File: src/smbsd_map.svh
// Offsets, field positions, reset values and timing counts of the SMBus slave command decoder.
`ifndef SMBSD_MAP_SVH
`define SMBSD_MAP_SVH
`define SMBSD_CLK_MHZ 40
`define SMBSD_HOLD_NS 300
`define SMBSD_HOLD_CYC ((`SMBSD_HOLD_NS * `SMBSD_CLK_MHZ + 999) / 1000)
`define SMBSD_ADDR_B76 2'h3
`define SMBSD_ADDR_B4 1'h0
`define SMBSD_STRAP_WAIT 2'h2
`define SMBSD_CC_END 0
`define SMBSD_CC_START 1
`define SMBSD_CC_PEC 7
`define SMBSD_FN_CSR 3'h0
`define SMBSD_SZ_WORD 2'h1
`define SMBSD_SZ_BLOCK 2'h2
`define SMBSD_SZ_RSVD 2'h3
`define SMBSD_CTL_DIR 4
`define SMBSD_FLD_CNT 3'h7
`define SMBSD_FLD_RD_MIN 3'h3
`define SMBSD_RD_BLK_CNT 8'h07
`define SMBSD_CRC_POLY 8'h07
`define SMBSD_REG_CTRL 8'h00
`define SMBSD_REG_STATUS 8'h04
`define SMBSD_REG_NACKS 8'h08
`define SMBSD_CTRL_RST 1'h1
`define SMBSD_STS_PEC_ERR 11
`endif

File: src/smbsd_pkg.sv
// Types shared by the SMBus slave command decoder.
package smbsd_pkg;
  typedef enum logic [2:0] {ST_IDLE, ST_ADDR, ST_RX, ST_ACK, ST_TX, ST_MACK} smbsd_state_e;
endpackage : smbsd_pkg

File: src/smbsd_top.sv
// SMBus slave command decoder with CSR access port and AHB-Lite status registers.
`timescale 1ns/1ps
`include "smbsd_map.svh"
// How it works
// - Slave address is caught from straps after reset release and held until reset.
// - Address bits 1,2,3,5 come from straps; bit 4 is zero; bits 6,7 one.
// - Byte, word and block reads and writes are all answered.
// - Command bit 0 marks the last transfer; start plus end is one transfer.
// - Command bit 1 marks the first transfer and restarts field pointers.
// - Command bits 4:2 pick function; only CSR access is accepted.
// - Command bits 6:5 give size byte, word or block; reserved is refused.
// - Command bit 7 turns packet error checking on for this transaction.
// - A command during a busy CSR access, or unservable data, is NACKed.
// - Bytes run command, count, control, address low, address high, data.
// - The count never includes the trailing check byte.
// - Address low byte gives the low eight doubleword address bits.
// - Address high byte gives six upper bits; its bits 6 and 7 are ignored.
// - Data bytes carry the word least significant byte first.
// - Control bit 4 chooses CSR write when zero, read when one.
// - Control bits 0 to 3 enable the four data byte lanes.
// - Control bit 6 shows an unclaimed last read, cleared when read.
// - Control bit 7 shows an unclaimed last write, cleared when read.
module smbsd_top
  import smbsd_pkg::*;
(
  input wire logic hclk,
  input wire logic hresetn,
  input wire logic hsel,
  input wire logic [31:0] haddr,
  input wire logic [1:0] htrans,
  input wire logic hwrite,
  input wire logic [2:0] hsize,
  input wire logic [31:0] hwdata,
  input wire logic hready,
  output logic hreadyout,
  output logic [31:0] hrdata,
  output logic hresp,
  input wire logic scl_in,
  input wire logic sda_in,
  output logic sda_out,
  output logic sda_oe,
  input wire logic [3:0] slave_addr_strap,
  output logic csr_req,
  output logic csr_write,
  output logic [13:0] csr_addr,
  output logic [31:0] csr_wdata,
  output logic [3:0] csr_be,
  input wire logic csr_done,
  input wire logic csr_claimed,
  input wire logic [31:0] csr_rdata
);
  logic [1:0] bus_s;
  logic [3:0] strap_s;
  logic scl_s, sda_s, scl_d_r, sda_d_r;
  logic scl_rise, scl_fall, start_det, stop_det;
  logic [1:0] strap_wait_r;
  logic strap_ok_r;
  logic [6:0] slave_addr_r;
  smbsd_state_e state_r;
  logic [3:0] bit_cnt_r;
  logic [7:0] shift_r, tx_r, command_code_byte_r, block_length_byte_r, data_n_r, tx_n_r, crc_r, crc_nxt, crc_byte;
  logic [3:0] rx_idx_r;
  logic rw_r, cc_ok_r, pec_seen_r, pec_ok_r, sda_pend_r, sda_oe_r;
  logic [2:0] wptr_r, rptr_r;
  logic [4:0] hold_cnt_r;
  logic [7:0] fld_r [0:6];
  logic [7:0] rx_lim, tx_lim, tx_nxt;
  logic byte_done, ack_nxt, addr_match, is_cnt, is_data, is_pec, fld_we;
  logic tx_load, tx_fld, cmd_read, nack_ev, launch, pec_bad;
  logic csr_req_r, csr_write_r, rd_unc_r, wr_unc_r;
  logic [13:0] csr_addr_r;
  logic [31:0] csr_wdata_r, hrdata_r, rd_val;
  logic [3:0] csr_be_r;
  logic ctrl_en_r, pec_err_r, ahb_wr_r;
  logic [7:0] ahb_addr_r;
  logic [15:0] nack_cnt_r;

  smbsd_sync #(.W(2), .INIT(2'h3)) u_bus_sync (
    .clk(hclk),
    .rst_n(hresetn),
    .d({scl_in, sda_in}),
    .q(bus_s)
  );

  smbsd_sync #(.W(4), .INIT(4'h0)) u_strap_sync (
    .clk(hclk),
    .rst_n(hresetn),
    .d(slave_addr_strap),
    .q(strap_s)
  );

  smbsd_crc8 u_crc (
    .crc_in(crc_r),
    .data(crc_byte),
    .crc_out(crc_nxt)
  );

  assign scl_s = bus_s[1];
  assign sda_s = bus_s[0];
  assign scl_rise = scl_s && !scl_d_r;
  assign scl_fall = !scl_s && scl_d_r;
  assign start_det = scl_s && scl_d_r && sda_d_r && !sda_s;
  assign stop_det = scl_s && scl_d_r && !sda_d_r && sda_s;

  always_ff @(posedge hclk or negedge hresetn) begin
    if (!hresetn) begin
      scl_d_r <= 1'b1;
      sda_d_r <= 1'b1;
    end else begin
      scl_d_r <= scl_s;
      sda_d_r <= sda_s;
    end
  end

  // The straps are sampled once their synchroniser has filled after release.
  always_ff @(posedge hclk or negedge hresetn) begin
    if (!hresetn) begin
      strap_wait_r <= 2'h0;
      strap_ok_r <= 1'b0;
      slave_addr_r <= 7'h00;
    end else if (!strap_ok_r) begin
      if (strap_wait_r == `SMBSD_STRAP_WAIT) begin
        strap_ok_r <= 1'b1;
        slave_addr_r <= {`SMBSD_ADDR_B76, strap_s[3], `SMBSD_ADDR_B4, strap_s[2:0]};
      end else begin
        strap_wait_r <= strap_wait_r + 2'h1;
      end
    end
  end

  always_comb begin
    case (command_code_byte_r[6:5])
      `SMBSD_SZ_BLOCK: begin
        rx_lim = block_length_byte_r;
        tx_lim = `SMBSD_RD_BLK_CNT + 8'h01;
      end
      `SMBSD_SZ_WORD: begin
        rx_lim = 8'h02;
        tx_lim = 8'h02;
      end
      default: begin
        rx_lim = 8'h01;
        tx_lim = 8'h01;
      end
    endcase
    byte_done = scl_fall && (bit_cnt_r == 4'h8) && (state_r == ST_ADDR || state_r == ST_RX);
    addr_match = strap_ok_r && ctrl_en_r && (shift_r[7:1] == slave_addr_r);
    is_cnt = (rx_idx_r == 4'h1) && (command_code_byte_r[6:5] == `SMBSD_SZ_BLOCK);
    is_data = (rx_idx_r != 4'h0) && !is_cnt && (data_n_r < rx_lim);
    is_pec = (rx_idx_r != 4'h0) && !is_cnt && !is_data;
    ack_nxt = 1'b0;
    if (state_r == ST_ADDR) begin
      ack_nxt = addr_match && (!shift_r[0] || (cc_ok_r && !csr_req_r));
    end else if (rx_idx_r == 4'h0) begin
      ack_nxt = (shift_r[4:2] == `SMBSD_FN_CSR) && (shift_r[6:5] != `SMBSD_SZ_RSVD) && !csr_req_r;
    end else if (is_cnt) begin
      ack_nxt = 1'b1;
    end else if (is_data) begin
      ack_nxt = (wptr_r < `SMBSD_FLD_CNT);
    end else begin
      ack_nxt = command_code_byte_r[`SMBSD_CC_PEC] && !pec_seen_r && (crc_nxt == 8'h00);
    end
    fld_we = byte_done && (state_r == ST_RX) && is_data && (wptr_r < `SMBSD_FLD_CNT);
    pec_bad = byte_done && (state_r == ST_RX) && is_pec && command_code_byte_r[`SMBSD_CC_PEC] && !pec_seen_r && !ack_nxt;
    nack_ev = byte_done && !ack_nxt && (state_r == ST_RX || addr_match);
    tx_load = scl_fall && ((state_r == ST_ACK && rw_r) || state_r == ST_MACK);
    tx_fld = 1'b0;
    cmd_read = 1'b0;
    if (tx_n_r < tx_lim) begin
      if (command_code_byte_r[6:5] == `SMBSD_SZ_BLOCK && tx_n_r == 8'h00) begin
        tx_nxt = `SMBSD_RD_BLK_CNT;
      end else if (rptr_r == 3'h0) begin
        tx_nxt = {wr_unc_r, rd_unc_r, 1'b0, fld_r[0][4:0]};
        tx_fld = 1'b1;
        cmd_read = 1'b1;
      end else if (rptr_r < `SMBSD_FLD_CNT) begin
        tx_nxt = fld_r[rptr_r];
        tx_fld = 1'b1;
      end else begin
        tx_nxt = 8'hFF;
      end
    end else if (tx_n_r == tx_lim && command_code_byte_r[`SMBSD_CC_PEC]) begin
      tx_nxt = crc_r;
    end else begin
      tx_nxt = 8'hFF;
    end
    crc_byte = tx_load ? tx_nxt : shift_r;
    launch = stop_det && !rw_r && cc_ok_r && command_code_byte_r[`SMBSD_CC_END] && !csr_req_r
      && (!command_code_byte_r[`SMBSD_CC_PEC] || pec_ok_r)
      && (fld_r[0][`SMBSD_CTL_DIR] ? (wptr_r >= `SMBSD_FLD_RD_MIN) : (wptr_r == `SMBSD_FLD_CNT));
  end

  // Serial protocol engine: address, receive, acknowledge and transmit.
  always_ff @(posedge hclk or negedge hresetn) begin
    if (!hresetn) begin
      state_r <= ST_IDLE;
      bit_cnt_r <= 4'h0;
      shift_r <= 8'h00;
      tx_r <= 8'h00;
      rw_r <= 1'b0;
      command_code_byte_r <= 8'h00;
      cc_ok_r <= 1'b0;
      block_length_byte_r <= 8'h00;
      rx_idx_r <= 4'h0;
      data_n_r <= 8'h00;
      tx_n_r <= 8'h00;
      pec_seen_r <= 1'b0;
      pec_ok_r <= 1'b0;
      crc_r <= 8'h00;
      sda_pend_r <= 1'b0;
      wptr_r <= 3'h0;
      rptr_r <= 3'h0;
    end else if (stop_det) begin
      state_r <= ST_IDLE;
      sda_pend_r <= 1'b0;
      cc_ok_r <= 1'b0;
    end else if (start_det) begin
      state_r <= ST_ADDR;
      bit_cnt_r <= 4'h0;
      sda_pend_r <= 1'b0;
      if (state_r == ST_IDLE) begin
        crc_r <= 8'h00;
        cc_ok_r <= 1'b0;
      end
    end else begin
      case (state_r)
        ST_ADDR, ST_RX: begin
          if (scl_rise && bit_cnt_r != 4'h8) begin
            shift_r <= {shift_r[6:0], sda_s};
            bit_cnt_r <= bit_cnt_r + 4'h1;
          end else if (byte_done) begin
            crc_r <= crc_nxt;
            sda_pend_r <= ack_nxt;
            state_r <= ack_nxt ? ST_ACK : ST_IDLE;
            rx_idx_r <= rx_idx_r + 4'h1;
            if (state_r == ST_ADDR) begin
              rw_r <= shift_r[0];
              rx_idx_r <= 4'h0;
              data_n_r <= 8'h00;
              tx_n_r <= 8'h00;
              pec_seen_r <= 1'b0;
              pec_ok_r <= 1'b0;
            end else if (rx_idx_r == 4'h0) begin
              command_code_byte_r <= shift_r;
              cc_ok_r <= ack_nxt;
              if (ack_nxt && shift_r[`SMBSD_CC_START]) begin
                wptr_r <= 3'h0;
                rptr_r <= 3'h0;
              end
            end else if (is_cnt) begin
              block_length_byte_r <= shift_r;
            end else if (is_data) begin
              data_n_r <= data_n_r + 8'h01;
              if (fld_we) begin
                wptr_r <= wptr_r + 3'h1;
              end
            end else begin
              pec_seen_r <= 1'b1;
              pec_ok_r <= ack_nxt;
            end
          end
        end
        ST_ACK: begin
          if (scl_fall) begin
            bit_cnt_r <= 4'h0;
            state_r <= rw_r ? ST_TX : ST_RX;
            sda_pend_r <= 1'b0;
          end
        end
        ST_TX: begin
          if (scl_fall) begin
            if (bit_cnt_r == 4'h7) begin
              tx_n_r <= tx_n_r + 8'h01;
              sda_pend_r <= 1'b0;
              state_r <= ST_MACK;
            end else begin
              tx_r <= {tx_r[6:0], 1'b0};
              sda_pend_r <= !tx_r[6];
              bit_cnt_r <= bit_cnt_r + 4'h1;
            end
          end
        end
        ST_MACK: begin
          if (scl_rise && sda_s) begin
            state_r <= ST_IDLE;
          end else if (scl_fall) begin
            bit_cnt_r <= 4'h0;
            state_r <= ST_TX;
          end
        end
        default: begin
          state_r <= ST_IDLE;
        end
      endcase
      if (tx_load) begin
        tx_r <= tx_nxt;
        crc_r <= crc_nxt;
        sda_pend_r <= !tx_nxt[7];
        if (tx_fld) begin
          rptr_r <= rptr_r + 3'h1;
        end
      end
    end
  end

  // The pin changes only after the data hold time past the falling clock edge.
  always_ff @(posedge hclk or negedge hresetn) begin
    if (!hresetn) begin
      hold_cnt_r <= 5'h00;
      sda_oe_r <= 1'b0;
    end else if (start_det || stop_det) begin
      hold_cnt_r <= 5'h00;
      sda_oe_r <= 1'b0;
    end else if (scl_fall) begin
      hold_cnt_r <= 5'(`SMBSD_HOLD_CYC);
    end else if (hold_cnt_r != 5'h00) begin
      hold_cnt_r <= hold_cnt_r - 5'h01;
      if (hold_cnt_r == 5'h01) begin
        sda_oe_r <= sda_pend_r;
      end
    end
  end

  assign sda_oe = sda_oe_r;
  assign sda_out = 1'b0;

  always_ff @(posedge hclk or negedge hresetn) begin
    if (!hresetn) begin
      for (int i = 0; i < 7; i++) begin
        fld_r[i] <= 8'h00;
      end
    end else if (fld_we) begin
      fld_r[wptr_r] <= shift_r;
    end else if (csr_req_r && csr_done && !csr_write_r) begin
      fld_r[3] <= csr_rdata[7:0];
      fld_r[4] <= csr_rdata[15:8];
      fld_r[5] <= csr_rdata[23:16];
      fld_r[6] <= csr_rdata[31:24];
    end
  end

  always_ff @(posedge hclk or negedge hresetn) begin
    if (!hresetn) begin
      csr_req_r <= 1'b0;
      csr_write_r <= 1'b0;
      csr_addr_r <= 14'h0000;
      csr_be_r <= 4'h0;
      csr_wdata_r <= 32'h00000000;
    end else if (launch) begin
      csr_req_r <= 1'b1;
      csr_write_r <= !fld_r[0][`SMBSD_CTL_DIR];
      csr_addr_r <= {fld_r[2][5:0], fld_r[1]};
      csr_be_r <= fld_r[0][3:0];
      csr_wdata_r <= {fld_r[6], fld_r[5], fld_r[4], fld_r[3]};
    end else if (csr_done) begin
      csr_req_r <= 1'b0;
    end
  end

  assign csr_req = csr_req_r;
  assign csr_write = csr_write_r;
  assign csr_addr = csr_addr_r;
  assign csr_be = csr_be_r;
  assign csr_wdata = csr_wdata_r;

  // A completion updating a flag wins over the clear by the control byte read.
  always_ff @(posedge hclk or negedge hresetn) begin
    if (!hresetn) begin
      rd_unc_r <= 1'b0;
      wr_unc_r <= 1'b0;
    end else begin
      if (csr_req_r && csr_done && !csr_write_r) begin
        rd_unc_r <= !csr_claimed;
      end else if (tx_load && cmd_read) begin
        rd_unc_r <= 1'b0;
      end
      if (csr_req_r && csr_done && csr_write_r) begin
        wr_unc_r <= !csr_claimed;
      end else if (tx_load && cmd_read) begin
        wr_unc_r <= 1'b0;
      end
    end
  end

  always_comb begin
    case (haddr[7:0])
      `SMBSD_REG_CTRL: rd_val = {31'h0, ctrl_en_r};
      `SMBSD_REG_STATUS: rd_val = {20'h0, pec_err_r, wr_unc_r, rd_unc_r, csr_req_r, strap_ok_r, slave_addr_r};
      `SMBSD_REG_NACKS: rd_val = {16'h0, nack_cnt_r};
      default: rd_val = 32'h00000000;
    endcase
  end

  // Zero-wait AHB-Lite slave; unmapped words read zero and ignore writes.
  always_ff @(posedge hclk or negedge hresetn) begin
    if (!hresetn) begin
      ahb_wr_r <= 1'b0;
      ahb_addr_r <= 8'h00;
      hrdata_r <= 32'h00000000;
    end else begin
      ahb_wr_r <= hsel && htrans[1] && hready && hwrite;
      ahb_addr_r <= haddr[7:0];
      hrdata_r <= (hsel && htrans[1] && hready && !hwrite) ? rd_val : 32'h00000000;
    end
  end

  always_ff @(posedge hclk or negedge hresetn) begin
    if (!hresetn) begin
      ctrl_en_r <= `SMBSD_CTRL_RST;
      pec_err_r <= 1'b0;
      nack_cnt_r <= 16'h0000;
    end else begin
      if (ahb_wr_r && ahb_addr_r == `SMBSD_REG_CTRL) begin
        ctrl_en_r <= hwdata[0];
      end
      if (pec_bad) begin
        pec_err_r <= 1'b1;
      end else if (ahb_wr_r && ahb_addr_r == `SMBSD_REG_STATUS && hwdata[`SMBSD_STS_PEC_ERR]) begin
        pec_err_r <= 1'b0;
      end
      if (nack_ev) begin
        nack_cnt_r <= nack_cnt_r + 16'h0001;
      end
    end
  end

  assign hrdata = hrdata_r;
  assign hreadyout = 1'b1;
  assign hresp = 1'b0;
endmodule : smbsd_top

File: src/smbsd_sync.sv
// Two-flop synchroniser for pin inputs.
`timescale 1ns/1ps
module smbsd_sync #(
  parameter int W = 1,
  parameter logic [W-1:0] INIT = '0
) (
  input wire logic clk,
  input wire logic rst_n,
  input wire logic [W-1:0] d,
  output logic [W-1:0] q
);
  logic [W-1:0] meta_r;

  always_ff @(posedge clk or negedge rst_n) begin
    if (!rst_n) begin
      meta_r <= INIT;
      q <= INIT;
    end else begin
      meta_r <= d;
      q <= meta_r;
    end
  end
endmodule : smbsd_sync

File: src/smbsd_crc8.sv
// One-byte step of the SMBus packet error checking CRC-8.
`timescale 1ns/1ps
`include "smbsd_map.svh"
module smbsd_crc8 (
  input wire logic [7:0] crc_in,
  input wire logic [7:0] data,
  output logic [7:0] crc_out
);
  always_comb begin
    logic [7:0] c;
    c = crc_in ^ data;
    for (int i = 0; i < 8; i++) begin
      c = c[7] ? ({c[6:0], 1'b0} ^ `SMBSD_CRC_POLY) : {c[6:0], 1'b0};
    end
    crc_out = c;
  end
endmodule : smbsd_crc8

File: config.mk
export PLATFORM = sky130hd
export DESIGN_NAME = smbsd_top
export DESIGN_NICKNAME = d
export VERILOG_FILES = /design/src/smbsd_pkg.sv /design/src/smbsd_top.sv /design/src/smbsd_sync.sv /design/src/smbsd_crc8.sv
export VERILOG_INCLUDE_DIRS = /design/src
export SDC_FILE = /design/constraint.sdc
export NUM_CORES = 1
export LEC_CHECK = 0
export ABC_AREA = 0
export BUFFER_PORTS_ARGS = -buffer_cell sky130_fd_sc_hd__buf_2
export CAP_MARGIN = 5
export CORE_MARGIN = 8
export CORE_UTILIZATION = 29
export CTS_CLUSTER_DIAMETER = 50
export DETAILED_ROUTE_END_ITERATION = 10
export GPL_TIMING_DRIVEN = 0
export PLACE_DENSITY = 0.53
export RECOVER_POWER = 100
export SETUP_SLACK_MARGIN = 0.15
export SYNTH_ARGS = -nofsm -noshare
export SYNTH_HDL_FRONTEND = slang
export SYNTH_SLANG_ARGS = --single-unit
File: constraint.sdc
create_clock -name hclk -period 4 [get_ports hclk]
set_input_delay 0.8 -clock hclk [delete_from_list [all_inputs] [get_ports hclk]]
set_output_delay 0.8 -clock hclk [all_outputs]
set_load 0.02 [all_outputs]
# After elaboration in Yosys (flattened, before gate mapping)
# Index checks and enable logic that the tools add are counted.
# totals
regBits	274
in_bits	114
output_inout_bits	88
word_cells	396
# classes
n_addsub	9
order_cmp	8
eq_ne	51
muxes	132
n_bitwise	18
reduce_logical	130
# op_table
cell	n
8-bit two-way mux	24
32-bit two-way mux	3
3-bit two-way mux	31
56-bit bitwise mux	1
1-bit logical AND	55
1-bit two-way mux	49
16-bit case mux with 3 select lines	1
8-bit zero test	4
8-bit case mux with 2 select lines	2
8-bit AND reduction	4
4-bit two-way mux	7
7-bit two-way mux	4
2-bit nonzero test	13
8-bit binary-select mux with 3-bit select	1
8-bit demux with 3-bit select	1
4-bit != test (second input constant)	6
3-bit NOT	8
6-bit AND reduction	4
3-bit != test (second input constant)	7
5-bit != test (second input constant)	4
5-bit AND reduction	4
1-bit zero test	18
3-bit nonzero test	6
16-bit by 1-bit adder with 16-bit output (second input constant)	1
other kinds (48)	90

# Longest topological paths before layout
# Gate-level depths: netlist of run 1.
# depth
ltp_word	41
mapped_depth	16
depth_no_buf	13

# Cells and area by module
# From an unflattened synthesis of run 1, not the netlist that was laid out.
# hier_totals
hier_cells	1114
area_unflattened_um2	12573.3
# by_module_without_submodules
mod	instances	cells_each	area_each_um2	seq_area_each_um2
smbsd_top	1	1081	12061.6	6059.6
smbsd_crc8	1	21	206.4	0.0
smbsd_sync (u_strap_sync)	1	8	200.2	200.2
smbsd_sync (u_bus_sync)	1	4	105.1	105.1

# Worst setup path before layout of run 1
# OpenSTA, ideal clock, no wires.
# synth_path
kind	reg2reg
start	reg rptr_r[0]
end	reg nack_cnt_r[1]
setup_time_ns	0.128
arrival_time_ns	3.609
required_ns	3.872
setup_slack_ns	0.264
stages_incl_launch_ff	17
n_path_buf	5
synth_period_minus_slack_ns	3.736
cell_sequence	dfrtp_1 buf_2 buf_4 buf_2 inv_1 ha_1 buf_2 or3b_1 o22ai_1 o21ai_1 a2111oi_0 a311oi_2 and3_1 o2111a_2 buf_6 nor2_1 mux2_1
# synth_between
elab_chain_cells	24
word_cells_on_any_way	37
classes_between	order compare: 1; mux: 20; bitwise: 10; reduce/logical: 6
# synth_rtl
element	line	rtl
from (decl)	smbsd_top.sv:64	logic [2:0] wptr_r, rptr_r;
from (signal assigned)	smbsd_top.sv:300	rptr_r <= rptr_r + 3'h1;
3-bit NOT with 4-bit output (not written as such)	smbsd_top.sv:177	tx_nxt = fld_r[rptr_r];
8-bit binary-select mux with 3-bit select	smbsd_top.sv:177	
8-bit two-way mux (not written as such) (2 in series)	smbsd_top.sv:177	
8-bit two-way mux	smbsd_top.sv:176	end else if (rptr_r < `SMBSD_FLD_CNT) begin
8-bit two-way mux *	smbsd_top.sv:172	end else if (rptr_r == 3'h0) begin
8-bit two-way mux *	smbsd_top.sv:170	if (command_code_byte_r[6:5] == `SMBSD_SZ_BLOCK && tx_n_r == 8'h00) begin
8-bit two-way mux *	smbsd_top.sv:169	if (tx_n_r < tx_lim) begin
8-bit two-way mux *	smbsd_top.sv:187	crc_byte = tx_load ? tx_nxt : shift_r;
[6 not listed]	n/a	
8-bit zero test *	smbsd_top.sv:161	ack_nxt = command_code_byte_r[`SMBSD_CC_PEC] && !pec_seen_r && (crc_nxt == 8'h00);
1-bit logical AND *	smbsd_top.sv:161	
1-bit two-way mux *	smbsd_top.sv:158	end else if (is_data) begin
1-bit two-way mux *	smbsd_top.sv:156	end else if (is_cnt) begin
1-bit two-way mux *	smbsd_top.sv:154	end else if (rx_idx_r == 4'h0) begin
1-bit two-way mux *	smbsd_top.sv:152	if (state_r == ST_ADDR) begin
1-bit zero test *	smbsd_top.sv:165	nack_ev = byte_done && !ack_nxt && (state_r == ST_RX || addr_match);
1-bit logical AND * (2 in series)	smbsd_top.sv:165	
to (signal assigned)	smbsd_top.sv:422	nack_cnt_r <= nack_cnt_r + 16'h0001;
to (decl)	smbsd_top.sv:76	logic [15:0] nack_cnt_r;
# Mark *: on every way between the ends. The rest lies on a longest branch, timed or not. The select of a mux whose other input is x is not followed.
# A chain may end at the register's enable or synchronous reset.

# Worst setup path in the final report of run 1
# layout_path
start	reg rptr_r[0]
end	reg rptr_r[1]
# layout_between
elab_chain_cells	30
word_cells_on_any_way	48
classes_between	add/sub: 1; order compare: 1; mux: 32; bitwise: 10; reduce/logical: 4
# layout_rtl
element	line	rtl
3-bit NOT with 4-bit output (not written as such)	smbsd_top.sv:177	
8-bit binary-select mux with 3-bit select	smbsd_top.sv:177	
8-bit two-way mux (not written as such) (2 in series)	smbsd_top.sv:177	
8-bit two-way mux	smbsd_top.sv:176	
8-bit two-way mux	smbsd_top.sv:172	
8-bit two-way mux	smbsd_top.sv:170	
8-bit two-way mux	smbsd_top.sv:169	
8-bit two-way mux	smbsd_top.sv:187	
[13 not listed]	n/a	
3-bit two-way mux	smbsd_top.sv:246	if (ack_nxt && shift_r[`SMBSD_CC_START]) begin
3-bit two-way mux	smbsd_top.sv:243	end else if (rx_idx_r == 4'h0) begin
3-bit two-way mux	smbsd_top.sv:236	if (state_r == ST_ADDR) begin
3-bit two-way mux	smbsd_top.sv:231	end else if (byte_done) begin
3-bit two-way mux	smbsd_top.sv:228	if (scl_rise && bit_cnt_r != 4'h8) begin
3-bit two-way mux	smbsd_top.sv:226	case (state_r)
3-bit two-way mux	smbsd_top.sv:299	if (tx_fld) begin
3-bit two-way mux *	smbsd_top.sv:295	if (tx_load) begin
# Marked as above.

==> results of run 1 <==
-- through the flow --
| step | hold WS, ns | cells |
|---|---|---|
| final | 0.344 | 1978 |
| after global routing | 0.348 | 1978 |
| after CTS | 0.236 | 1968 |
| after detailed placement | 0.336 | 1902 |
| after global placement | 0.341 | 1900 |
| after floorplan | 0.331 | 1191 |
-- logic make-up (layout without fill, tap and decap cells) --
logic type	after synthesis	in the layout	share of synthesized area, %
and+or+nand+nor	376	376	15.4
DFF	254	254	50.3
AOI/OAI and AO/OA	233	233	12.8
muxes	123	123	11.0
buffers and inverters	107	309	3.99
xor gates and xnor gates	47	47	3.25
adders and majority gates	32	32	3.15
other	2	19	0.0594
-- path summary, 6_finish.rpt --
kind,startpoint,to,slack (ns),cells past startpoint
hold reg to reg,u_strap_sync.meta_r[3],u_strap_sync.q[3],0.34,0
min in group asynchronous,hresetn,ahb_wr_r,1.30,1
setup reg to reg,rptr_r[0],rptr_r[1],0.15,15
hold / removal,u_strap_sync.meta_r[3],u_strap_sync.q[3],0.34,0
setup / recovery,rptr_r[0],rptr_r[1],0.15,15
max in group asynchronous,hresetn,csr_wdata[2],0.72,3
-- flip-flops by register name (all words and copies together) (netlist names), 14 cells and up --
signal / cells
csr_addr: 14
csr_wdata: 32
fld_r: 56
hrdata: 16
nack_cnt_r: 16
-- routing by layer --
metal	part of all wire, %	vias up	GRT usage [%]
li1	-	4599	-
met1	44	4819	19.0
met2	49	207	23.9
met3	4.5	59	2.34
met4	2.7	2	4.79
met5	0.035	-	0
-- synthesized netlist by cell type (4+ instances only) --
cell type / number
dfrtp_1: 247
nand2_1: 109
mux2_2: 105
nor2_1: 87
o21ai_0: 46
clkbuf_1: 37
a21oi_1: 35
nor3_1: 34
xor2_1: 32
ha_1: 31
inv_1: 31
a22oi_1: 25
nand3_1: 22
buf_4: 21
a22o_1: 19
o22ai_1: 17
nor2b_1: 15
xnor2_1: 15
mux2i_1: 14
nand4_1: 14
buf_2: 13
a21o_1: 12
nand2b_1: 12
and3_1: 11
or3_1: 9
and2_1: 8
nand3b_1: 8
dfstp_2: 7
o21ai_1: 7
o31ai_1: 7
a211oi_1: 6
a31oi_1: 6
nor4_1: 6
o211ai_1: 6
o221ai_1: 6
or2_2: 5
a2111oi_0: 4
buf_1: 4
nor4b_1: 4
-- final cells by class --
class / count / share of cell area [%]
Buffer: 75 / 2.85
Clock buffer: 43 / 5.96
Tap cell: 585 / 4.72
Clock inverter: 17 / 1.03
Sequential cell: 254 / 41.0
Multi-Input combinational cell: 830 / 38.9
Timing Repair Buffer: 143 / 4.81
Inverter: 31 / 0.750
-- power groups by stage --
stage | clock, W | sequential, W | combinational, W
final | 0.00292 | 0.00294 | 0.00128
after global routing | 0.00310 | 0.00296 | 0.00141
after CTS | 0.00302 | 0.00294 | 0.00125
after detailed placement | 0 | 0.00298 | 0.00123
after global placement | 0 | 0.00298 | 0.00121
after floorplan | 0 | 0.00289 | 0.000842
-- timing repair --
item                       4_1_cts  5_1_grt
setup endpoints to repair       86       77
setup buffers                    6       11
hold buffers                     0        0
pin swaps                        6        8
gates resized for setup         34       30
==> results.toml, run 1 <==
[setup_path]
critPathBufInv = 6
slowest_stage = "a2111oi_0"
cp_slowest_stage_delay_ns = 0.64
worstPathMaxFanout = 10
worst_setup_path_end_kind = "flop"
start_kind = "flop"
crit_path_cell_trace = "buf_6 -> buf_12 -> buf_12 -> inv_1 -> ha_1 -> clkbuf_4 -> a2111oi_0 -> o31ai_1 -> a2111o_1 -> o211ai_1 -> nor3_2 -> o2111a_2 -> buf_6 -> o211a_4 -> o31ai_1"
criticalPathCategory = "reg2reg"
worst_path_dominant_cell_family = "compound AO/OA/AOI/OAI gates"
worst_ep_arrival_time_ns = 4.28
crit_required_ns = 4.43

[timing]
finalCriticalPeriod_ns = 3.85
setup_tns_ns = 0
setup_viol = 0
hold_viol = 0
finClkSkew_ns = 0.0325
maxSlewHeadroom_pct = -99.9
timing.final.ws_setup_ns = 0.153
finalCritPeriodShare_pct = 96.2
slew_viol_final = 66
tightest_slew_ns = 2.99
max_freq_mhz = 260
rsz0062_at_grt = "yes"

[placed_design]
port-buffer-count = 124
pre_cts_slack_ns = -0.611
dpl-instance-area_mm2 = 0.0141
dp_hpwl_mm = 26.9
routabilityCongestion = 0.868

[synth]
synth_cell_types = 82
yosysWarnings = 0
syn_area_per_cell_um2 = 10.8
yosysTopAreaCellShare_pct = 48.9
synth-seq-area-share_pct = 50.3
synth_area_mm2 = 0.0126
async_flop_share_pct = 100
synth_area_leader_cell = "dfrtp_1"
ys_ff_latch = 254
synth_flop_cell = "dfrtp_1"
ys_top_cells_by_area = "dfrtp_1 (49%), mux2_2 (9.3%), nand2_1 (3.2%)"
synth_edf_count = 0
synth_cells = 1174

[pwr]
pwr-share-clk_pct = 41.0
p_seq_share_pct = 41.1
p_comb_share_pct = 17.9
swShare_pct = 30.7
p_leak_nw = 7.02
power_density_mw_per_mm2 = 460
peakVddDrop_v = 0.000257
power.switching_w = 0.00219
total_power_w = 0.00714
p_int_w = 0.00495

[min_path]
min_path_type = "reg2reg"

[route]
num_vias = 9686
routed_wirelength_mm = 37.4
firstDrtPassIters = 5
via_per_inst = 4.90
drt_iter0_drc = 863
final_antenna_net_count = 0
drt-wirelength-per-cell_um = 18.9
drcViolationCount = 0

[clock_tree]
h-tree-depth = 2
cts.sinks = 254
cts_tree = "yes"
clk_path_buf_depth = 3
clk-insertion-delay-late_ns = 0.53
clk_pin_slew_worst_paths_ns = 0.06
cts_buffers = 34
root_buffer = "clkbuf_16"

[floorplanning]
core_area_mm2 = 0.0431
std_cell_rows = 76
start_util_pct = 29.4
io_pins = 202
dieArea_mm2 = 0.0506
die_w_um = 225
die_h_um = 225

[grt]
grt-ovfl-total = 0
grt_antenna_before_repair = 1
grt_pass1_vias = 9765
grt_pass1_wl_mm = 58.0
grt_max_degree = 110
grt_util_all_layers_pct = 14.4

[finish]
final_nets = 1514
mostFrequentLayoutCells = "dfrtp_1 (246), clkbuf_1 (113), nand2_1 (107), mux2_2 (105), nor2_1 (83)"
post-route-util_pct = 36.0
multi_input_area_mm2 = 0.00603
seq_area_mm2 = 0.00637
diodes = 0
final.fill_count = 4316
syn2layout_area_growth_pct = 22.7
stdcell_area_mm2 = 0.0155
drive_above_1_share_pct = 23.0
final_common_cell = "dfrtp_1"

[status]
outcome = "finished, violations left"
violations = "max-capacitance violations, max-slew violations"

[flow_run]
drv_cap = 1
Note: power is estimated with default switching activity, not from simulation.
==> run 2: changes to the inputs <==
--- a/config.mk
+++ b/config.mk
@@ -19,4 +19,5 @@
 export SETUP_SLACK_MARGIN = 0.15
 export SYNTH_ARGS = -nofsm -noshare
 export SYNTH_HDL_FRONTEND = slang
+export SYNTH_HIERARCHICAL = 1
 export SYNTH_SLANG_ARGS = --single-unit
==> run 2 against run 1 <==
The run ends with max-capacitance violations, max-slew violations, negative setup slack left; sequential share of layout area decreased by 1.1 points; worst hold slack improved by 0.0071 ns; combinational power is 120% higher; via count fell by 2.2%; clock skew fell by 0.0023 ns; first-iteration DRC count decreased by 8.5%; count of clock-buffer cells in the layout grew 5; synthesized area down 0.59%; critical path type unchanged.
==> results.toml, run 2 <==
[finish]
mostFrequentLayoutCells = "dfrtp_1 (245), clkbuf_1 (110), nand2_1 (92), mux2_2 (74), nor2_1 (73)"
syn2layout_area_growth_pct = 26.7
largest-register = "fld_r"
final.fill_count = 4334
diodes = 0
post-route-util_pct = 37.1
largest_register_ffs = 56
final_cell_count_no_fill = 1932
drive_above_1_share_pct = 26.9
final_nets = 1467
final_common_cell = "dfrtp_1"

[synth]
synth_cell_types = 80
synth_edf_count = 0
ys_ff_latch = 254
yosysMostFrequentCell = "dfrtp_1"
async_flop_share_pct = 100
ys_top_cells_by_area = "dfrtp_1 (49%), mux2_2 (6.8%), ha_1 (3.1%)"
synth_cells = 1114
synth_flop_cell = "dfrtp_1"
synth_area_leader_cell = "dfrtp_1"
synthTopCellsByCount = "dfrtp_1 (247), nand2_1 (93), nor2_1 (77), mux2_2 (76), o21ai_0 (43)"
syn_area_per_cell_um2 = 11.3
yosysTopAreaCellShare_pct = 49.2
yosysWarnings = 6
synth-seq-area-share_pct = 50.6
synth_area_mm2 = 0.0126

[route]
num_vias = 9470
drt_iter0_drc = 790
drt-wirelength-per-cell_um = 19.0
firstDrtPassIters = 7
drcViolationCount = 0
final_antenna_net_count = 0
via_per_inst = 4.90
routed_wirelength_mm = 36.7

[setup_path]
crit_path_cell_trace = "inv_2 -> ha_4 -> inv_2 -> ha_4 -> nor2b_4 -> o31a_1 -> or3_4 -> buf_8 -> o21ai_4 -> a21oi_2 -> a21o_1 -> xnor2_4 -> xnor2_4 -> buf_4 -> xnor2_2 -> nor4_4 -> nand4b_1 -> nand2_1 -> nor2_2 -> o41ai_4 -> buf_6 -> buf_12 -> a31oi_4 -> mux2_4"
worstPathMaxFanout = 8
worst_setup_path_end_kind = "flop"
cp_slowest_stage_delay_ns = 0.44
worst_path_dominant_cell_family = "simple AND/OR/NAND/NOR gates"
worst_ep_arrival_time_ns = 4.92
critPathLaunch = "command_code_byte_r[6]"
criticalPathCategory = "reg2reg"
start_kind = "flop"
rr_startpoint = "command_code_byte_r[6]"
crit_required_ns = 4.42
critPathBufInv = 6
slowest_stage = "dfrtp_2"

[floorplanning]
start_util_pct = 29.3
std_cell_rows = 76
die_w_um = 224
dieArea_mm2 = 0.0503
io_pins = 202
core_area_mm2 = 0.0430
die_h_um = 224

[status]
violations = "max-capacitance violations, max-slew violations, negative setup slack"
outcome = "finished, violations left"

[clock_tree]
clk_pin_slew_worst_paths_ns = 0.06
root_buffer = "clkbuf_16"
cts.sinks = 254
h-tree-depth = 2
clk-insertion-delay-late_ns = 0.53
clk_path_buf_depth = 3
cts_tree = "yes"
cts_buffers = 35

[pwr]
swShare_pct = 32.6
pwr-share-clk_pct = 35.9
p_comb_share_pct = 31.1
p_seq_share_pct = 33.0
power.switching_w = 0.00296
p_int_w = 0.00612
power_density_mw_per_mm2 = 570
peakVddDrop_v = 0.000312
total_power_w = 0.00908
p_leak_nw = 7.30

[timing]
tightest_slew_ns = 2.11
timing.final.ws_setup_ns = -0.502
rsz0062_at_grt = "yes"
finalCriticalPeriod_ns = 4.50
hold_viol = 0
finClkSkew_ns = 0.0302
hold_ws_ns = 0.351
finalCritPeriodShare_pct = 113
setup_viol = 27
slew_viol_final = 84
maxSlewHeadroom_pct = -40.8
max_freq_mhz = 222

[grt]
grt_max_degree = 96
grt_pass1_wl_mm = 57.7
grt_util_all_layers_pct = 14.4
grt_antenna_before_repair = 0
grt_pass1_vias = 9658
grt-ovfl-total = 0

[placed_design]
routabilityCongestion = 0.857
placed_cells = 1842
dp_hpwl_mm = 26.4
pre_cts_slack_ns = -1.18
port-buffer-count = 124

[min_path]
hold_path.startpoint = "u_strap_sync/meta_r[0]"
min_path_type = "reg2reg"

[flow_run]
drv_cap = 1
## run 2: cell types whose count changed after synthesis, moves of 8 or more
cell / delta
nor4_2: +8
a21oi_1: -8
nor2_1: -10
mux2_2: -29
nand2_1: -16
nor2b_1: -9
a22oi_1: -12
mux2_1: +11
a22o_1: +23
mux2_4: +8
nor3_1: -17
o22ai_1: -13
a21o_1: +25
## run 2: repair_timing
item                                    CTS  global route
setup buffers                            16            11
gates resized for setup                  46            44
hold buffers                              0             0
pin swaps                                17            19
cloned                                    1             0
endpoints found under the setup margin   75            76
## run 2: path summary, 6_finish.rpt
check	end	slack, ns	depth (start not counted)
max	wptr_r[0]	-0.50	24
min	u_strap_sync/q[0]	0.35	0
max reg2reg	wptr_r[0]	-0.50	24
min reg2reg	u_strap_sync/q[0]	0.35	0
max in group asynchronous	crc_r[0]	0.72	2
min in group asynchronous	hrdata[12]	0.85	1
## run 2: worst reg2reg max path, cell delays in order, from the launching register on
cell and delay (ns):
dfrtp_2 0.44, inv_2 0.08, ha_4 0.14, inv_2 0.04, ha_4 0.21, nor2b_4 0.12
o31a_1 0.29, or3_4 0.35, buf_8 0.15, o21ai_4 0.06, a21oi_2 0.08, a21o_1 0.22
xnor2_4 0.24, xnor2_4 0.11, buf_4 0.15, xnor2_2 0.16, nor4_4 0.33, nand4b_1 0.17
nand2_1 0.11, nor2_2 0.05, o41ai_4 0.22, buf_6 0.18, buf_12 0.14, a31oi_4 0.10
mux2_4 0.28
## run 2: cell type report
type                    count  area [um^2]  share of cell area [%]
clock buffers              48         1030                    6.44
clock inverters            14          204                    1.28
flip-flops and latches    254         6370                    40.0
plain buffers              71          425                    2.67
multi-input cells         776         6260                    39.3
well taps                 585          732                    4.59
repair buffers            154          805                    5.05
inverters                  30          113                   0.707
## run 2: kinds of logic after synthesis
| kind of cell | share of synthesized area (%) |
|---|---|
| AO/OA/AOI/OAI | 12.5 |
| adder cells (fa/ha/maj) | 3.16 |
| multiplexers | 11.2 |
| flip-flops | 50.6 |
| XOR/XNOR | 4.22 |
| buffers and inverters | 3.81 |
| other | 0.0597 |
| AND/OR/NAND/NOR | 14.3 |
## run 2: power groups by stage
stage	combinational (W)	clock [W]	sequential, W
3_5_place_dp	0.00177	0	0.00303
4_1_cts	0.00249	0.00335	0.00299
3_3_place_gp	0.00175	0	0.00302
6_report	0.00282	0.00326	0.00300
2_1_floorplan	0.00125	0	0.00294
5_1_grt	0.00302	0.00345	0.00302
## run 2: stage by stage
step | TNS (ns) | cell area (um^2)
floorplan | -0.0181 | 12700
detailed placement | -27.62 | 14100
global placement | -715.79 | 14100
finish | -11.39 | 15900
CTS | -13.40 | 15800
global route | -18.62 | 15900
## run 2: per-layer routing
metal	share of wire [%]	global-route usage [%]	vias up
li1	-	-	4384
met1	45	19.0	4783
met2	47	23.5	241
met3	5.1	2.57	62
met4	3.0	5.30	0
met5	0	0	-
==> run 3: changes to the inputs <==
--- a/config.mk
+++ b/config.mk
@@ -10,11 +10,11 @@
 export BUFFER_PORTS_ARGS = -buffer_cell sky130_fd_sc_hd__buf_2
 export CAP_MARGIN = 5
 export CORE_MARGIN = 8
-export CORE_UTILIZATION = 29
+export CORE_UTILIZATION = 49
 export CTS_CLUSTER_DIAMETER = 50
 export DETAILED_ROUTE_END_ITERATION = 10
 export GPL_TIMING_DRIVEN = 0
-export PLACE_DENSITY = 0.53
+export PLACE_DENSITY = 0.78
 export RECOVER_POWER = 100
 export SETUP_SLACK_MARGIN = 0.15
 export SYNTH_ARGS = -nofsm -noshare
==> constraint.sdc (replaced) <==
create_clock -name hclk -period 3.79 [get_ports hclk]
set_input_delay 0.758 -clock hclk [delete_from_list [all_inputs] [get_ports hclk]]
set_output_delay 0.758 -clock hclk [all_outputs]
set_load 0.02 [all_outputs]
==> run 3 against run 2 <==
The flow still finishes with violations (max-capacitance violations, max-slew violations, negative setup slack); final cell count is 13% lower; maximum frequency is 5.1% lower; global-route usage is 6.9 points higher; largest cell class unchanged; critical path type unchanged; non-clock buffer count is 3 higher; clock power is 9.5% lower.
==> results.toml, run 3 (synthesis results as in run 2) <==
[setup_path]
worst_setup_path_end_kind = "flop"
cp_slowest_stage_delay_ns = 0.45
worstPathMaxFanout = 6
worst_path_dominant_cell_family = "simple AND/OR/NAND/NOR gates"
slowest_stage = "nor4_2"
ff2ff_setup_slack_ns = -0.96
ff2ff_path_depth = 22
worst_ep_arrival_time_ns = 5.19
crit_required_ns = 4.23
start_kind = "flop"
rr_startpoint = "command_code_byte_r[6]"
worstReg2RegEnd = "wptr_r[0]"
critPathBufInv = 4
crit_path_cell_trace = "inv_2 -> ha_4 -> inv_2 -> ha_4 -> nor2b_4 -> o31a_1 -> or2_2 -> o21ai_0 -> nand3_2 -> o21a_2 -> xnor2_4 -> xnor2_2 -> xnor2_1 -> nor4_2 -> nand4b_1 -> nand2_1 -> nor2_2 -> o41ai_4 -> buf_6 -> buf_12 -> a31oi_4 -> mux2_4"
criticalPathCategory = "reg2reg"

[floorplanning]
die_w_um = 176
start_util_pct = 49.9
core_area_mm2 = 0.0252
std_cell_rows = 58
io_pins = 202
dieArea_mm2 = 0.0310
die_h_um = 176

[route]
via_per_inst = 5.95
drt-wirelength-per-cell_um = 21.0
drt_iter0_drc = 1024
routed_wirelength_mm = 35.2
final_antenna_net_count = 0
firstDrtPassIters = 5
num_vias = 9963
drcViolationCount = 0

[clock_tree]
root_buffer = "clkbuf_16"
clk-insertion-delay-late_ns = 0.56
clk_pin_slew_worst_paths_ns = 0.06
h-tree-depth = 1
cts_tree = "yes"
cts_buffers = 30
cts.sinks = 254
clk_path_buf_depth = 3
ctsHoldBuffers = 0

[timing]
setup_viol = 28
timing.final.ws_setup_ns = -0.955
finClkSkew_ns = 0.0159
slew_viol_final = 259
hold_viol = 0
finalCriticalPeriod_ns = 4.75
maxSlewHeadroom_pct = -14.4
max_freq_mhz = 211
finalCritPeriodShare_pct = 125
tightest_slew_ns = 1.72
rsz0062_at_grt = "yes"

[status]
violations = "max-capacitance violations, max-slew violations, negative setup slack"
outcome = "finished, violations left"

[finish]
final_cell_count_no_fill = 1674
post-route-util_pct = 61.3
largest_register_ffs = 56
final_common_cell = "dfrtp_1"
drive_above_1_share_pct = 27.3
syn2layout_area_growth_pct = 22.9
diodes = 0
mostFrequentLayoutCells = "dfrtp_1 (247), clkbuf_1 (108), nand2_1 (91), mux2_2 (74), nor2_1 (70)"
final.fill_count = 1920
stdcell_area_mm2 = 0.0154
final_nets = 1465
largest-register = "fld_r"

[placed_design]
dp_hpwl_mm = 24.0
placed_cells = 1587
routabilityCongestion = 0.914
dpl-instance-area_mm2 = 0.0138
port-buffer-count = 124

[pwr]
swShare_pct = 33.5
p_leak_nw = 7.23
power_density_mw_per_mm2 = 579
peakVddDrop_v = 0.000473
p_int_w = 0.00596
pwr-share-clk_pct = 32.9
power.switching_w = 0.00300
p_seq_share_pct = 35.3
p_comb_share_pct = 31.8

[grt]
grt_pass1_vias = 9647
grt_antenna_before_repair = 0
grt_util_all_layers_pct = 21.3
grt_max_degree = 118
grt_pass1_wl_mm = 53.5
grt-ovfl-total = 0

[min_path]
hold_path.startpoint = "scl_in"
min_path_type = "in2reg"
whs_path_depth = 1
min_to = "u_bus_sync/meta_r[1]"

[flow_run]
drv_cap = 3
==> run 3: layout make-up <==
class	count	area (um^2)	area share, %
Sequential cell	254	6360	41.2
Multi-Input combinational cell	776	6270	40.6
Timing Repair Buffer	158	840	5.43
Clock buffer	37	807	5.22
Buffer	70	420	2.72
Tap cell	330	413	2.67
Clock inverter	19	221	1.43
Inverter	30	113	0.729
==> run 3: worst reg2reg max path, delay by kind of cell, from the launching register on <==
family | cells | cell delay [ns]
adders and majority gates | 2 | 0.35
muxes | 1 | 0.28
and+or+nand+nor | 7 | 1.52
DFF | 1 | 0.41
AOI/OAI and AO/OA | 5 | 0.95
xor gates and xnor gates | 3 | 0.67
buffers and inverters | 4 | 0.45
==> run 3: worst max-delay path by stage <==
stage	startpoint	to	slack, ns	depth (start not counted)
after floorplan	command_code_byte_r[6]	wptr_r[0]	-0.22	22
after global placement	hresetn	csr_addr[1]	-2.55	1
after detailed placement	rptr_r[1]	rptr_r[0]	-1.22	21
after CTS	command_code_byte_r[6]	rptr_r[0]	-0.78	24
after global routing	command_code_byte_r[5]	nack_cnt_r[11]	-1.07	23
final	command_code_byte_r[6]	wptr_r[0]	-0.96	22
==> run 3: timing repair <==
item,in CTS,in global routing
pin swaps,17,32
resized for setup,34,54
endpoints found under the setup margin,84,85
cloned,0,1
setup buffers,17,14
==> run 3: per-layer routing <==
layer  routed length (um)  GRT usage (%)
met5                    0              0
met1                14000           27.4
met2                16600           34.8
met3                 2890           4.14
met4                 1650           9.36
==> run 3: power by group through the flow <==
| stage | sequential [W] | clock [W] | combinational (W) |
|---|---|---|---|
| floorplan | 0.00311 | 0 | 0.00132 |
| global placement | 0.00318 | 0 | 0.00177 |
| detailed placement | 0.00318 | 0 | 0.00181 |
| CTS | 0.00314 | 0.00298 | 0.00224 |
| global route | 0.00318 | 0.00311 | 0.00301 |
| finish | 0.00316 | 0.00295 | 0.00284 |
==> run 3: metrics by stage <==
stage	worst slack (ns)	TNS (ns)	power, W	hold WS [ns]
after CTS	-0.780	-21.54	0.00836	0.177
after global placement	-2.55	-654.88	0.00494	0.335
after global routing	-1.07	-28.21	0.00930	0.277
after detailed placement	-1.22	-30.01	0.00499	0.335
final	-0.955	-23.72	0.00895	0.298
after floorplan	-0.218	-2.06	0.00443	0.331
